==> config.mk <==
export PLATFORM = sky130hd
export DESIGN_NAME = pflash_protection_unit
export DESIGN_NICKNAME = d
export VERILOG_FILES = /design/src/include/pflash_prot_pkg.sv /design/src/pflash_addr_check.sv /design/src/pflash_protection_unit.sv
export SDC_FILE = /design/constraint.sdc
export NUM_CORES = 1
export LEC_CHECK = 0
export BUFFER_PORTS_ARGS = -buffer_cell sky130_fd_sc_hd__buf_2
export CORE_MARGIN = 2
export CORE_UTILIZATION = 47
export DETAILED_ROUTE_END_ITERATION = 8
export PLACE_DENSITY = 0.83
export SLEW_MARGIN = 40
export SYNTH_ARGS = -nofsm -noshare
export SYNTH_HDL_FRONTEND = slang
export SYNTH_HIERARCHICAL = 1
export SYNTH_SLANG_ARGS = --single-unit
export TNS_END_PERCENT = 1
==> constraint.sdc <==
create_clock -name hclk -period 3.9 [get_ports hclk]
set_input_delay 0.78 -clock hclk [delete_from_list [all_inputs] [get_ports hclk]]
set_output_delay 0.78 -clock hclk [all_outputs]
set_load 0.01 [all_outputs]
==> src/include/pflash_prot_pkg.sv <==
// shared constants and types for the program flash protection unit
`default_nettype none

package pflash_prot_pkg;

    // ---------------------------------------------------------------
    // register map: printed offsets are indices, byte address = 4*idx
    // ---------------------------------------------------------------
    localparam logic [7:0] STATUS_IDX = 8'h06;
    localparam logic [7:0] CONFIG_IDX = 8'h08;
    localparam logic [7:0] COMMAND_IDX = 8'h0c;
    localparam logic [9:0] STATUS_ADDR = {STATUS_IDX, 2'b00};
    localparam logic [9:0] CONFIG_ADDR = {CONFIG_IDX, 2'b00};
    localparam logic [9:0] COMMAND_ADDR = {COMMAND_IDX, 2'b00};

    // ---------------------------------------------------------------
    // protection config fields and values
    // ---------------------------------------------------------------
    localparam int OPEN_BIT = 7;
    localparam int RSV_BIT = 6;
    localparam int HDIS_BIT = 5;
    localparam int HSIZE_MSB = 4;
    localparam int HSIZE_LSB = 3;
    localparam int LDIS_BIT = 2;
    localparam int LSIZE_MSB = 1;
    localparam int LSIZE_LSB = 0;
    // open clear, every other bit set: whole array protected
    localparam logic [7:0] CONFIG_FULL = 8'h7f;
    localparam logic [7:0] CONFIG_RESET = CONFIG_FULL;

    // status fields
    localparam int VIOL_BIT = 4;
    localparam int LOADED_BIT = 0;

    // command word fields
    localparam int CMD_OP_MSB = 25;
    localparam int CMD_OP_LSB = 24;
    localparam logic [1:0] OP_NONE = 2'h0;
    localparam logic [1:0] OP_PROGRAM = 2'h1;
    localparam logic [1:0] OP_SECTOR_ERASE = 2'h2;
    localparam logic [1:0] OP_BLOCK_ERASE = 2'h3;

    // ---------------------------------------------------------------
    // address map of the protected array
    // ---------------------------------------------------------------
    localparam logic [23:0] NV_CONFIG_ADDR = 24'hff_fe0c;
    localparam logic [23:0] PFLASH_TOP = 24'hff_ffff;
    localparam logic [23:0] PFLASH_LOW_BASE = 24'hff_8000;
    localparam logic [23:0] HIGH_START_2K = 24'hff_f800;
    localparam logic [23:0] HIGH_START_4K = 24'hff_f000;
    localparam logic [23:0] HIGH_START_8K = 24'hff_e000;
    localparam logic [23:0] HIGH_START_16K = 24'hff_c000;
    localparam logic [23:0] LOW_END_1K = 24'hff_83ff;
    localparam logic [23:0] LOW_END_2K = 24'hff_87ff;
    localparam logic [23:0] LOW_END_4K = 24'hff_8fff;
    localparam logic [23:0] LOW_END_8K = 24'hff_9fff;

    // ---------------------------------------------------------------
    // scenario index = {open, high disable, low disable}
    // allowed target mask per source scenario, bit n = target n
    // ---------------------------------------------------------------
    localparam logic [7:0][7:0] ALLOWED_MOVES = {
        8'hff, 8'h5a, 8'h3c, 8'h18, 8'h08, 8'h0c, 8'h0a, 8'h0f
    };

    // load sequencer states
    typedef enum logic [1:0] {
        ST_LOAD = 2'b01,
        ST_RUN = 2'b10
    } seq_state_type;

endpackage : pflash_prot_pkg

`default_nettype wire

==> src/pflash_addr_check.sv <==
// address protection check against the current high and low windows
`timescale 1ns/100ps
`default_nettype none

module pflash_addr_check (
    input wire logic [7:0] config_byte,
    input wire logic [23:0] addr,
    input wire logic [1:0] op,
    output logic denied
);

    logic [23:0] high_start;
    logic [23:0] low_end;
    logic in_high;
    logic in_low;
    logic in_array;
    logic addr_prot;
    logic any_prot;

    // ---------------------------------------------------------------
    // window bounds from the size fields
    // ---------------------------------------------------------------
    always_comb begin
        unique case (config_byte[pflash_prot_pkg::HSIZE_MSB:
                                 pflash_prot_pkg::HSIZE_LSB])
            2'h0: high_start = pflash_prot_pkg::HIGH_START_2K; // [RQ10]
            2'h1: high_start = pflash_prot_pkg::HIGH_START_4K;
            2'h2: high_start = pflash_prot_pkg::HIGH_START_8K;
            2'h3: high_start = pflash_prot_pkg::HIGH_START_16K;
        endcase
        unique case (config_byte[pflash_prot_pkg::LSIZE_MSB:
                                 pflash_prot_pkg::LSIZE_LSB])
            2'h0: low_end = pflash_prot_pkg::LOW_END_1K; // [RQ13]
            2'h1: low_end = pflash_prot_pkg::LOW_END_2K;
            2'h2: low_end = pflash_prot_pkg::LOW_END_4K;
            2'h3: low_end = pflash_prot_pkg::LOW_END_8K;
        endcase
    end

    // both bounds compared on every check, with live register contents
    always_comb begin
        in_array = addr >= pflash_prot_pkg::PFLASH_LOW_BASE;
        in_high = !config_byte[pflash_prot_pkg::HDIS_BIT] &&
                  addr >= high_start; // [RQ9] [RQ22]
        in_low = !config_byte[pflash_prot_pkg::LDIS_BIT] && in_array &&
                 addr <= low_end; // [RQ12] [RQ22]
        if (config_byte[pflash_prot_pkg::OPEN_BIT]) begin
            addr_prot = in_high || in_low; // [RQ7]
            any_prot = !config_byte[pflash_prot_pkg::HDIS_BIT] ||
                       !config_byte[pflash_prot_pkg::LDIS_BIT];
        end else begin
            addr_prot = in_array && !(in_high || in_low); // [RQ8]
            // windows never cover the whole block, so something is locked
            any_prot = 1'b1;
        end
        unique case (op)
            pflash_prot_pkg::OP_BLOCK_ERASE: denied = any_prot; // [RQ17]
            pflash_prot_pkg::OP_NONE: denied = 1'b0;
            default: denied = addr_prot; // [RQ16]
        endcase
    end

endmodule : pflash_addr_check

`default_nettype wire

==> src/pflash_protection_unit.sv <==
// program flash protection unit with ahb-lite register access
// Function
// [RQ1] at reset, load config from the nonvolatile protection byte
// [RQ2] double fault during that load gives full protection
// [RQ3] normal mode writes may only enlarge the protected region
// [RQ4] special mode writes all non-reserved bits freely; the code still writes sizes only while their disable bit is set
// [RQ5] normal mode write to a disallowed scenario is dropped whole
// [RQ6] allowed scenario moves follow the fixed transition table
// [RQ7] open set: cleared disable bit protects its window
// [RQ8] open clear: cleared disable bit unprotects its window only
// [RQ9] high disable bit enables the top-ending window when zero
// [RQ10] high size selects 2, 4, 8 or 16 KB at the top
// [RQ11] high size writable only while high disable is set
// [RQ12] low disable bit enables the bottom-starting window when zero
// [RQ13] low size selects 1, 2, 4 or 8 KB at the bottom
// [RQ14] low size writable only while low disable is set
// [RQ15] software keeps reserved bit 6 erased
// [RQ16] program or erase into protected space sets the violation flag
// [RQ17] block erase refused while any sector is protected
// [RQ18] reading config returns the enforced scenario
// [RQ19] software unprotects the top sector before reprogramming the byte
// [RQ20] writing one clears the violation flag; set blocks new commands
// [RQ21] scenario index is open, high disable, low disable
// [RQ22] address check compares both bounds with current contents
//
// Added by the designer: register access over AHB-Lite.
`timescale 1ns/100ps
`default_nettype none

module pflash_protection_unit (
    input wire logic hclk,
    input wire logic hresetn,
    input wire logic hsel,
    input wire logic [31:0] haddr,
    input wire logic [1:0] htrans,
    input wire logic hwrite,
    input wire logic [2:0] hsize,
    input wire logic [31:0] hwdata,
    input wire logic hready,
    output logic hreadyout,
    output logic hresp,
    output logic [31:0] hrdata,
    input wire logic special_mode,
    input wire logic nv_load_valid,
    input wire logic [7:0] nv_load_byte,
    input wire logic nv_double_fault,
    output logic cmd_start,
    output logic [23:0] cmd_addr,
    output logic [1:0] cmd_op
);

    pflash_prot_pkg::seq_state_type state_q, state_d;
    logic [7:0] config_q, config_d;
    logic viol_q, viol_d;
    logic start_q, start_d;
    logic [23:0] addr_q, addr_d;
    logic [1:0] op_q, op_d;
    logic wr_q, wr_d;
    logic [9:0] waddr_q, waddr_d;
    logic [31:0] rdata_q, rdata_d;
    logic mode_meta_q, mode_sync_q;
    logic addr_phase;
    logic cfg_wr, stat_wr, cmd_wr;
    logic [7:0] cand;
    logic [2:0] from_scn, to_scn;
    logic launch, denied;

    // ---------------------------------------------------------------
    // mode pin synchroniser
    // ---------------------------------------------------------------
    // the pin is a strap from outside the clock domain
    always_ff @(posedge hclk or negedge hresetn) begin
        if (!hresetn) begin
            mode_meta_q <= 1'b0;
            mode_sync_q <= 1'b0;
        end else begin
            mode_meta_q <= special_mode;
            mode_sync_q <= mode_meta_q;
        end
    end

    // ---------------------------------------------------------------
    // ahb-lite slave: zero wait states, always okay
    // ---------------------------------------------------------------
    assign hreadyout = 1'b1;
    assign hresp = 1'b0;
    assign hrdata = rdata_q;
    assign addr_phase = hsel && htrans[1] && hready;
    assign cfg_wr = wr_q && waddr_q == pflash_prot_pkg::CONFIG_ADDR;
    assign stat_wr = wr_q && waddr_q == pflash_prot_pkg::STATUS_ADDR;
    assign cmd_wr = wr_q && waddr_q == pflash_prot_pkg::COMMAND_ADDR;

    // read data uses next values so a read right after a write sees it
    always_comb begin
        wr_d = addr_phase && hwrite;
        waddr_d = haddr[9:0];
        rdata_d = rdata_q;
        if (addr_phase && !hwrite) begin
            rdata_d = 32'h0000_0000;
            unique case (haddr[9:0])
                pflash_prot_pkg::CONFIG_ADDR:
                    rdata_d[7:0] = config_d; // [RQ18]
                pflash_prot_pkg::STATUS_ADDR: begin
                    rdata_d[pflash_prot_pkg::VIOL_BIT] = viol_d;
                    rdata_d[pflash_prot_pkg::LOADED_BIT] =
                        state_d == pflash_prot_pkg::ST_RUN;
                end
                default: rdata_d = 32'h0000_0000;
            endcase
        end
    end

    always_ff @(posedge hclk or negedge hresetn) begin
        if (!hresetn) begin
            wr_q <= 1'b0;
            waddr_q <= 10'h000;
            rdata_q <= 32'h0000_0000;
        end else begin
            wr_q <= wr_d;
            waddr_q <= waddr_d;
            rdata_q <= rdata_d;
        end
    end

    // ---------------------------------------------------------------
    // reset load sequencer and protection config
    // ---------------------------------------------------------------
    // candidate value: disable and open bits always, sizes only when
    // the current disable bit is set; reserved bit never by software
    always_comb begin
        cand = config_q;
        cand[pflash_prot_pkg::OPEN_BIT] = hwdata[pflash_prot_pkg::OPEN_BIT];
        cand[pflash_prot_pkg::HDIS_BIT] = hwdata[pflash_prot_pkg::HDIS_BIT];
        cand[pflash_prot_pkg::LDIS_BIT] = hwdata[pflash_prot_pkg::LDIS_BIT];
        if (config_q[pflash_prot_pkg::HDIS_BIT]) begin
            cand[4:3] = hwdata[4:3]; // [RQ11]
        end
        if (config_q[pflash_prot_pkg::LDIS_BIT]) begin
            cand[1:0] = hwdata[1:0]; // [RQ14]
        end
        from_scn = {config_q[7], config_q[5], config_q[2]}; // [RQ21]
        to_scn = {cand[7], cand[5], cand[2]};
    end

    always_comb begin
        state_d = state_q;
        config_d = config_q;
        unique case (state_q)
            pflash_prot_pkg::ST_LOAD: begin
                if (nv_load_valid) begin
                    state_d = pflash_prot_pkg::ST_RUN;
                    if (nv_double_fault) begin
                        config_d = pflash_prot_pkg::CONFIG_FULL; // [RQ2]
                    end else begin
                        config_d = nv_load_byte; // [RQ1]
                    end
                end
            end
            pflash_prot_pkg::ST_RUN: begin
                if (cfg_wr) begin
                    if (mode_sync_q) begin
                        config_d = cand; // [RQ4]
                    end else if (ALLOWED_HIT(from_scn, to_scn)) begin
                        config_d = cand; // [RQ3] [RQ6]
                    end // else dropped whole [RQ5]
                end
            end
            default: state_d = pflash_prot_pkg::ST_LOAD;
        endcase
    end

    always_ff @(posedge hclk or negedge hresetn) begin
        if (!hresetn) begin
            state_q <= pflash_prot_pkg::ST_LOAD;
            config_q <= pflash_prot_pkg::CONFIG_RESET;
        end else begin
            state_q <= state_d;
            config_q <= config_d;
        end
    end

    function automatic logic ALLOWED_HIT(input logic [2:0] from_i,
                                         input logic [2:0] to_i);
        ALLOWED_HIT = pflash_prot_pkg::ALLOWED_MOVES[from_i][to_i];
    endfunction : ALLOWED_HIT

    // ---------------------------------------------------------------
    // command check, launch and violation flag
    // ---------------------------------------------------------------
    pflash_addr_check u_check (
        .config_byte(config_q),
        .addr(hwdata[23:0]),
        .op(hwdata[pflash_prot_pkg::CMD_OP_MSB:pflash_prot_pkg::CMD_OP_LSB]),
        .denied(denied)
    );

    // a set flag blocks every new launch until software clears it
    assign launch = cmd_wr && state_q == pflash_prot_pkg::ST_RUN &&
                    !viol_q && hwdata[25:24] != pflash_prot_pkg::OP_NONE;

    always_comb begin
        viol_d = viol_q;
        start_d = 1'b0;
        addr_d = addr_q;
        op_d = op_q;
        if (stat_wr && hwdata[pflash_prot_pkg::VIOL_BIT]) begin
            viol_d = 1'b0; // [RQ20]
        end
        if (launch) begin
            if (denied) begin
                viol_d = 1'b1; // set wins over clear [RQ16] [RQ17]
            end else begin
                start_d = 1'b1;
                addr_d = hwdata[23:0];
                op_d = hwdata[25:24];
            end
        end
    end

    always_ff @(posedge hclk or negedge hresetn) begin
        if (!hresetn) begin
            viol_q <= 1'b0;
            start_q <= 1'b0;
            addr_q <= 24'h00_0000;
            op_q <= pflash_prot_pkg::OP_NONE;
        end else begin
            viol_q <= viol_d;
            start_q <= start_d;
            addr_q <= addr_d;
            op_q <= op_d;
        end
    end

    assign cmd_start = start_q;
    assign cmd_addr = addr_q;
    assign cmd_op = op_q;
endmodule : pflash_protection_unit

`default_nettype wire

==> results of run 1 <==
-- registers in the layout, summed over array words and instances (netlist names) --
| register | cells |
|---|---|
| state_q | 2 |
| hrdata | 8 |
| mode_sync_q | 1 |
| viol_q | 1 |
| wr_q | 1 |
| config_q | 8 |
| cmd_start | 1 |
| waddr_q | 10 |
| cmd_op | 2 |
| mode_meta_q | 1 |
| cmd_addr | 24 |
-- kinds of logic (layout without fill, tap and decap cells) --
family | after synthesis | in the layout
flops | 59 | 59
mux | 28 | 28
buf+inv | 50 | 121
compound gates | 63 | 63
fa+ha+maj | 11 | 11
other cells | 2 | 26
simple gates | 76 | 76
-- through the flow --
step | hold WS, ps | utilization [%] | std cells | worst slack [ps]
2_1_floorplan | 331 | - | 313 | 828
3_3_place_gp | 336 | 55.6 | 445 | 584
3_5_place_dp | 352 | 55.6 | 445 | 546
4_1_cts | 368 | 59.7 | 461 | 788
5_1_grt | 379 | 59.7 | 461 | 625
6_report | 360 | 59.7 | 461 | 770
-- worst reg2reg max path, stage by stage, from the launching register on --
cell and delay [ps]:
dfstp_2 590, nand2_1 80, ha_1 280, nand4bb_1 120
or4_1 550, a21oi_2 160, a2111o_1 110, nand3_1 160
nor3_4 220, buf_4 340, mux2_2 400
-- power by group --
group          internal, mW  switching (mW)  total [mW]
Clock                 0.506           0.235       0.740
Combinational        0.0341          0.0623      0.0964
Sequential            0.620         0.00388       0.624
Total                  1.16           0.301        1.46
-- final timing paths --
kind | end | startpoint | slack (ps)
max | cmd_addr[7]$_DFFE_PN0P_ | config_q[0]$_DFF_PN1_ | 770
min | mode_sync_q$_DFF_PN0_ | mode_meta_q$_DFF_PN0_ | 360
max reg2reg | cmd_addr[7]$_DFFE_PN0P_ | config_q[0]$_DFF_PN1_ | 770
min reg2reg | mode_sync_q$_DFF_PN0_ | mode_meta_q$_DFF_PN0_ | 360
max in group asynchronous | cmd_addr[13]$_DFFE_PN0P_ | hresetn | 2600
min in group asynchronous | waddr_q[8]$_DFF_PN0_ | hresetn | 490
-- per-layer routing --
metal / GRT usage (%) / wire length (µm)
met5: 0 / 0
met4: 5.34 / 68
met3: 7.12 / 572
met2: 33.0 / 3370
met1: 24.6 / 2900
-- cells in the final DEF, fill, tap and decap left out, types with 4 or more instances in the layout --
| cell | instances |
|---|---|
| nand4_1 | 6 |
| nor3_1 | 4 |
| a21oi_1 | 6 |
| nor2_1 | 11 |
| a22oi_1 | 5 |
| ha_1 | 11 |
| dfstp_2 | 8 |
| conb_1 | 26 |
| o21ai_0 | 19 |
| inv_1 | 16 |
| nor2b_1 | 7 |
| bufinv_16 | 4 |
| dfrtp_1 | 51 |
| o31ai_1 | 6 |
| clkbuf_8 | 10 |
| o211ai_1 | 5 |
| buf_2 | 87 |
| mux2_2 | 26 |
| nor4_1 | 5 |
| nand2_1 | 14 |
| nand3_1 | 5 |
-- cell type report --
class	count	share of cell area [%]
multi-input cells	204	38.5
inverters	16	1.57
clock buffers	11	3.69
clock inverters	5	3.26
well taps	77	2.51
flip-flops and latches	59	38.8
repair buffers	89	11.7
==> metrics, run 1 <==
cell with the most instances after synthesis dfrtp_1; top post-synthesis cells by count 51 x dfrtp_1, 28 x buf_4, 26 x mux2_2; Top delay family on crit path simple AND/OR/NAND/NOR gates; Simple-Gate Fraction of Synth Area 14.7%; RD Place Congestion 0.876; multiplexer share of the synthesized area 9.86%; Crit path largest cell delay 590 ps; dpl hpwl 5250 µm; Final Max Tran Viols 0; largest net degree at the start of global routing 34; top cells by area, synth dfrtp_1 40%, mux2_2 9.2%, buf_4 6.6%, dfstp_2 6.6%, ha_1 4.3%; Routed Wire Length 6910 µm; TNS Setup 0 ps; total leakage power 1.89 nW; IO buf count 87; H-tree depth 3; WL/cell 15.0 µm; Die H 86.2 µm; XOR/XNOR Fraction of Synth Area 0%; FILL cells 542; Placement Cell Area 3570 µm²; critical path peak fanout 27; Clk Latency, worst-skew pair 340 ps; DR iter-0 viols 141; Worst-Margin Slew 713 ps; FF+latch count, synth 59; Placement Rows 29; R2R depth 10; Final #Nets 475; Pwr Density 381 nW/µm²; vias in the first global route 2380; area of the multi-input gates 1480 µm²; maximum vdd drop 0.351 mV; cts repair resizes 0; Design Area, Final 3830 µm²; Final ANT Viol Nets 0; clk root buf clkbuf_8; Peak Freq 320 MHz; total power 1.46 mW; full die area 7420 µm²; synth warn 6; HP Class reg2reg; Buf/Inv on CP 1; Tcrit/Tclk final 80.2%; final setup fails 0; clk buf depth 2; CTS Buf Count 9; Worst slew margin 52.5%; Post-Synth Adder-Cell Area 4.34%; n_diodes 0; Clk pin slew, worst setup/hold paths 70 ps; number of synthesized flops with an enable pin 0; IO Pins 146; Post-synth ARST share 100%; initial antenna violation count 0; clock skew 7.94 ps; Req. time, crit path 4120 ps; hold buffers post-CTS 0; CP Depth 10; Max-Cap Viols 0; CTS tree built; GRT Overall Usage 19.9%; Final Hold Fails 0; minimum clock period 3130 ps; area growth from synthesis to layout 20.9%; vias per cell 5.49; status finished clean; Seq. cell area 1490 µm²; Synth Area in Compound Gates 14.5%; DR DRC count 0; initial cell density of the core 49.4%; die width 86.2 µm; DR pass1 iterations 4; Synth Instances 289; kind of critical path reg2reg; Via Count 2530; sequential share of the synthesized area 46.8%; CP Cell Sequence nand2_1 > ha_1 > nand4bb_1 > or4_1 > a21oi_2 > a2111o_1 > nand3_1 > nor3_4 > buf_4 > mux2_2; Top FF cell, synth dfrtp_1; RSZ-0062 raised after global routing false; CP max stage cell dfstp_2; Worst setup SP type register; layout cell share with drive strength beyond 1 38.8%; area leader, netlist dfrtp_1; crit path DAT 3350 ps; worst hold stages 0; post-synth top area share 40.2%; GRT overflow 0; Netlist cell types 57; Mapped Area 3170 µm²; core area 6420 µm²; syn avg cell area 11.0 µm²; element type at the critical path end register; Clock Sinks 59; setup bufs post-CTS 0; first-pass GRT wire length 11200 µm; largest family of logic cells by synthesized area simple AND/OR/NAND/NOR gates
No activity file was read; power rests on OpenSTA's default activity.
==> inputs of run 2 (changes only) <==
ABC_AREA = 1   (was default)
CORE_UTILIZATION = 48   (was 47)
PLACE_DENSITY = 0.84   (was 0.83)
clock period = 3.13 ns   (was 3.9 ns; I/O delays follow)
==> metrics, run 2 <==
Final Max Tran Viols 0 (unchanged); Final ANT Viol Nets 0 (unchanged); core area 6720 µm² (+4.6%); leading cell type in the layout, fill and taps excluded nand2_1; CTS Buf Count 9 (unchanged); Top delay family on crit path simple AND/OR/NAND/NOR gates; Simple-Gate Fraction of Synth Area 30.9% (+16 points); Final Util 57.7% (-2.0 points); cell with the most instances after synthesis nand2_1; Routed Wire Length 7680 µm (+11%); GRT overflow 0 (unchanged); clock skew 7.92 ps (-0.0215 ps); Post-Synth Adder-Cell Area 4.19% (-0.14 points); Worst setup SP type register; top post-synthesis cells by count 131 x nand2_1, 51 x dfrtp_1, 43 x nor2_1; reg-to-reg startpoint config_q[1]$_DFF_PN1_; dpl ws 622 ps (+76.1 ps); sequential share of the synthesized area 45.3% (-1.6 points); first-pass GRT wire length 12300 µm (+9.4%); CP Cell Sequence nand2_1 > ha_1 > inv_1 > nor2_1 > nand2_1 > nor2_1 > nand2_1 > nand2_1 > nand2_1 > nand3_1 > nand3_1 > nand2_1 > nor2_2 > inv_2 > nand2_1 > o21ai_1; worst r2r dst cmd_addr[4]$_DFFE_PN0P_; IO buf count 87 (unchanged); initial antenna violation count 0 (unchanged); R2R Setup Slk 720 ps (-50 ps); Clock Sinks 59 (unchanged); Tcrit/Tclk final 76.9% (-3.4 points); Crit path largest cell delay 550 ps (-40 ps); WL/cell 13.0 µm (-13%); setup ws final 724 ps (-46.4 ps); maximum vdd drop 0.205 mV (-42%); Clk Latency, worst-skew pair 340 ps (about the same); Top FF cell, synth dfrtp_1; Mapped Area 3280 µm² (+3.4%); IO Pins 146 (unchanged); Via Count 3057 (+21%); RD Place Congestion 0.873 (-0.30%); area leader, netlist dfrtp_1; final setup fails 0 (unchanged); Synth Area in Compound Gates 7.89% (-6.6 points); Worst-Margin Slew 691 ps (-21.5 ps); RSZ-0062 raised after global routing false; Largest register FFs 24 (unchanged); Placement Rows 30 (+3.4%); element type at the critical path end register; R2R depth 16 (+6); critical path peak fanout 33 (+22%); total leakage power 2.18 nW (+15%); status finished clean; largest net degree at the start of global routing 47 (+38%); Post-synth ARST share 100% (unchanged); Die H 86.7 µm (+0.60%); Max-Cap Viols 0 (unchanged); Placement Cell Area 3690 µm² (+3.4%); layout cell share with drive strength beyond 1 25.2% (-14 points); Peak Freq 416 MHz (+30%); area growth from synthesis to layout 18.1%; Design Area, Final 3870 µm² (+1.0%); H-tree depth 3 (unchanged); TNS Setup 0 ps (unchanged); DR DRC count 0 (unchanged); Worst slew margin 53.7% (+1.3 points); clk buf depth 2 (unchanged); worst setup path startpoint config_q[1]$_DFF_PN1_; Clk pin slew, worst setup/hold paths 60 ps (about the same); Buf/Inv on CP 2 (+1); setup bufs post-CTS 0 (unchanged); Final #Nets 604 (+27%); largest family of logic cells by synthesized area simple AND/OR/NAND/NOR gates; Req. time, crit path 3390 ps (-730 ps); minimum clock period 2410 ps (-724 ps); vias in the first global route 2761 (+16%); crit path DAT 2660 ps (-690 ps); Synth Instances 417 (+44%); Pwr Density 406 nW/µm² (+6.5%); HP Class in2async; number of synthesized flops with an enable pin 0 (unchanged); n_diodes 0 (unchanged); dpl hpwl 5770 µm (+9.9%); CP max stage cell dfstp_2; kind of critical path reg2reg; cts repair resizes 0 (unchanged); CTS tree built; FF+latch count, synth 59 (unchanged); full die area 7510 µm² (+1.2%); initial cell density of the core 48.8% (-0.56 points); XOR/XNOR Fraction of Synth Area 0% (unchanged); CP most frequent cell nand2_1; vias per cell 5.16 (-5.9%); syn avg cell area 7.87 µm² (-28%); top cells by area, synth dfrtp_1 39%, nand2_1 15%, dfstp_2 6.4%, buf_4 5.9%, nor2_1 4.9%; Final Hold Fails 0 (unchanged); GRT Overall Usage 20.8% (+0.87 points); hold buffers post-CTS 0 (unchanged); Netlist cell types 36 (-37%); die width 86.7 µm (+0.60%); most frequent cells in the layout 131 x nand2_1, 86 x buf_2, 51 x dfrtp_1; post-synth top area share 38.9% (-1.3 points); DR pass1 iterations 6 (+2); clk root buf clkbuf_8; multiplexer share of the synthesized area 0% (-9.9 points); hold_ws 299 ps (-61.3 ps); DR iter-0 viols 255 (+81%); synth warn 6 (unchanged)
-- run 2: cell types whose count changed after synthesis, sizes merged, moves of 4 or more --
| cell | delta |
|---|---|
| nand4 | +5 |
| a21boi | +7 |
| nand3 | +19 |
| nor2 | +37 |
| nor4 | -5 |
| a22oi | -5 |
| nor4b | -4 |
| mux2 | -26 |
| o31ai | -5 |
| nand2 | +124 |
| inv | +21 |
| nor2b | -7 |
-- run 2: metrics by stage --
stage               power (mW)  cells
finish                    1.57    592
global route              1.64    592
detailed placement       0.914    577
CTS                       1.59    592
floorplan                0.865    441
global placement         0.910    577
-- run 2: layer usage --
| layer | global-route usage [%] | share of wire, % | vias up |
|---|---|---|---|
| li1 | - | - | 1472 |
| met1 | 27.1 | 43 | 1402 |
| met2 | 33.5 | 47 | 167 |
| met3 | 5.05 | 8.6 | 16 |
| met4 | 7.81 | 1.7 | 0 |
| met5 | 0 | 0 | - |
-- run 2: how the worst max path moves through the flow --
stage	end	slack (ps)	cells past startpoint
after floorplan	cmd_addr[7]$_DFFE_PN0P_	1030	15
after detailed placement	cmd_addr[1]$_DFFE_PN0P_	620	16
after CTS	cmd_addr[1]$_DFFE_PN0P_	760	16
final	cmd_addr[4]$_DFFE_PN0P_	720	16
after global placement	cmd_addr[7]$_DFFE_PN0P_	660	16
after global routing	cmd_addr[4]$_DFFE_PN0P_	450	16
-- run 2: cell families (layout without fill, tap and decap cells) --
family / after synthesis / count (layout)
flip-flops: 59 / 59
other: 2 / 26
adder cells (fa/ha/maj): 11 / 11
buffers and inverters: 71 / 142
AO/OA/AOI/OAI: 44 / 44
AND/OR/NAND/NOR: 230 / 230
-- run 2: where the power goes --
group / total [mW] / switching, mW / internal, mW
Combinational: 0.126 / 0.0847 / 0.0417
Sequential: 0.776 / 0.00389 / 0.772
Clock: 0.669 / 0.286 / 0.383
-- run 2: layout make-up --
type                    count  area (µm²)
fillers                   619        2840
repair buffers             89         453
clock buffers              12         145
multi-input cells         311        1510
clock inverters             3        40.0
inverters                  38         143
well taps                  80         100
flip-flops and latches     59        1490
==> inputs of run 3 (changes only) <==
ABC_AREA = 0   (was 1)
CORE_UTILIZATION = 47   (was 48)
PLACE_DENSITY = 0.83   (was 0.84)
clock period = 2.3 ns   (was 3.13 ns; I/O delays follow)
==> metrics, run 3 (synthesis results as in run 1) <==
area growth from synthesis to layout 33.2%; Finished Layout Cells 499 (-16%); crit path DAT 3050 ps (+390 ps); DR DRC count 0 (unchanged); Worst-Margin Slew 627 ps (-64.1 ps); most frequent cells in the layout 87 x buf_2, 51 x dfrtp_1, 33 x buf_4; Design Area, Final 4230 µm² (+9.0%); GRT Overall Usage 22.6% (+1.8 points); hold_ws 125 ps (-173 ps); failing checks negative setup slack; clk root buf clkbuf_8; final setup fails 29 (+29); IO buf count 87 (unchanged); Final Max Tran Viols 0 (unchanged); core area 6420 µm² (-4.4%); kind of critical path reg2reg; dpl hpwl 5960 µm (+3.3%); DR iter-0 viols 126 (-51%); Final ANT Viol Nets 0 (unchanged); minimum clock period 2820 ps (+414 ps); die width 86.2 µm (-0.60%); R2R depth 12 (-4); CTS tree built; Via Count 2712 (-11%); met3 Use GR 5.20% (+0.15 points); Tcrit/Tclk final 123% (+46 points); HP Class in2async; CTS Buf Count 9 (unchanged); layout cell share with drive strength beyond 1 45.7% (+21 points); Routed Wire Length 7910 µm (+3.0%); element type at the critical path end register; Pwr Density 523 nW/µm² (+29%); largest net degree at the start of global routing 34 (-28%); first-pass GRT wire length 12900 µm (+4.8%); Peak Freq 355 MHz (-15%); GRT met2 Usage 37.7% (+4.2 points); leading cell type in the layout, fill and taps excluded buf_2; Clock Sinks 59 (unchanged); Worst setup SP type register; clk buf depth 2 (unchanged); initial antenna violation count 0 (unchanged); critical path peak fanout 7 (-79%); maximum vdd drop 0.429 mV (+110%); vias in the first global route 2660 (-3.7%); total leakage power 2.10 nW (-3.7%); Placement Rows 29 (-3.3%); initial cell density of the core 49.4% (+0.56 points); Final Hold Fails 0 (unchanged); Max-Cap Viols 0 (unchanged); RD Place Congestion 0.883 (+1.1%); clock skew 7.81 ps (-0.115 ps); Clk pin slew, worst setup/hold paths 70 ps (about the same); total power 2.21 mW (+40%); Worst slew margin 58.2% (+4.4 points); DR pass1 iterations 4 (-2); vias per cell 5.43 (+5.2%); gr busiest metal met2; Placement Cell Area 3830 µm² (+3.8%); RSZ-0062 raised after global routing true; IO Pins 146 (unchanged); Req. time, crit path 2530 ps (-860 ps); Clk Latency, worst-skew pair 350 ps (about the same); status finished with violations; setup ws final -520 ps (-1240 ps); Die H 86.2 µm (-0.60%); met1 usage 28.6% (+1.5 points); n_diodes 0 (unchanged); placed cell count 476 (-18%); WL/cell 15.9 µm (+22%); GRT overflow 0 (unchanged); Final #Nets 513 (-15%); Largest register FFs 24 (unchanged); H-tree depth 3 (unchanged); full die area 7420 µm² (-1.2%)
## run 3: cell types whose count changed in the layout (fill, tap and decap cells not counted), moves of 6 or more
cell / before / now
a21boi_0: 7 / 0
buf_4: 3 / 33
inv_1: 34 / 15
mux2_2: 0 / 12
mux2_4: 0 / 14
nand2_1: 131 / 14
nand2_2: 6 / 0
nand3_1: 22 / 4
nor2_1: 43 / 11
nor2b_1: 0 / 7
o21ai_0: 11 / 18
o21ai_1: 9 / 3
## run 3: worst paths after layout
check                                 startpoint                 endpoint  slack (ps)
setup / recovery           config_q[1]$_DFF_PN1_  cmd_addr[2]$_DFFE_PN0P_        -520
hold / removal                           hresetn    hrdata[4]$_DFFE_PN0P_         130
setup reg to reg           config_q[1]$_DFF_PN1_  cmd_addr[2]$_DFFE_PN0P_        -520
hold reg to reg            mode_meta_q$_DFF_PN0_    mode_sync_q$_DFF_PN0_         350
max in group asynchronous                hresetn  cmd_addr[9]$_DFFE_PN0P_        1580
min in group hclk                   special_mode    mode_meta_q$_DFF_PN0_         220
## run 3: power breakdown
part | leakage [nW] | internal [mW] | switching (mW)
logic | 1.24 | 0.0833 | 0.116
registers | 0.757 | 1.05 | 0.00664
clock network | 0.0998 | 0.506 | 0.446
total | 2.10 | 1.64 | 0.568
## run 3: stage by stage
step                worst slack [ps]  setup TNS [ps]  util (%)
finish                          -520          -13630      65.8
detailed placement              -524          -13840      59.7
global route                    -613          -16500      65.8
global placement                -436          -11740      59.7
CTS                             -482          -12760      65.6
floorplan                       -497          -12020         -
## run 3: timing repair
action	CTS	global route
gates cloned	2	0
setup buffers	5	0
endpoints found under the setup margin	29	30
hold buffers	0	0
gates resized for setup	21	2
pin swaps	6	0
## run 3: cell type report
cell class / instances / area, µm²
sequential: 59 / 1490
timing repair buffer: 127 / 821
clock inverter: 7 / 77.6
inverter: 16 / 60.1
multi-input combinational: 204 / 1560
clock buffer: 9 / 124
fill: 504 / 2200
tap: 77 / 96.3
## run 3: metal layers
layer	up-vias	part of all wire, %
met1	1316	42
met3	15	6.1
met5	-	0
li1	1271	-
met4	0	1.7
met2	110	50
## run 3: critical path: stages, from the launching register on
cell      delay, ps
dfstp_2         560
nor2_1           50
ha_1            280
nand4_1          70
or4_1           540
a21oi_2         160
a2111o_1        130
nand3_2         100
nor3_4          160
buf_6           140
buf_6            90
buf_12          130
mux2_4          300
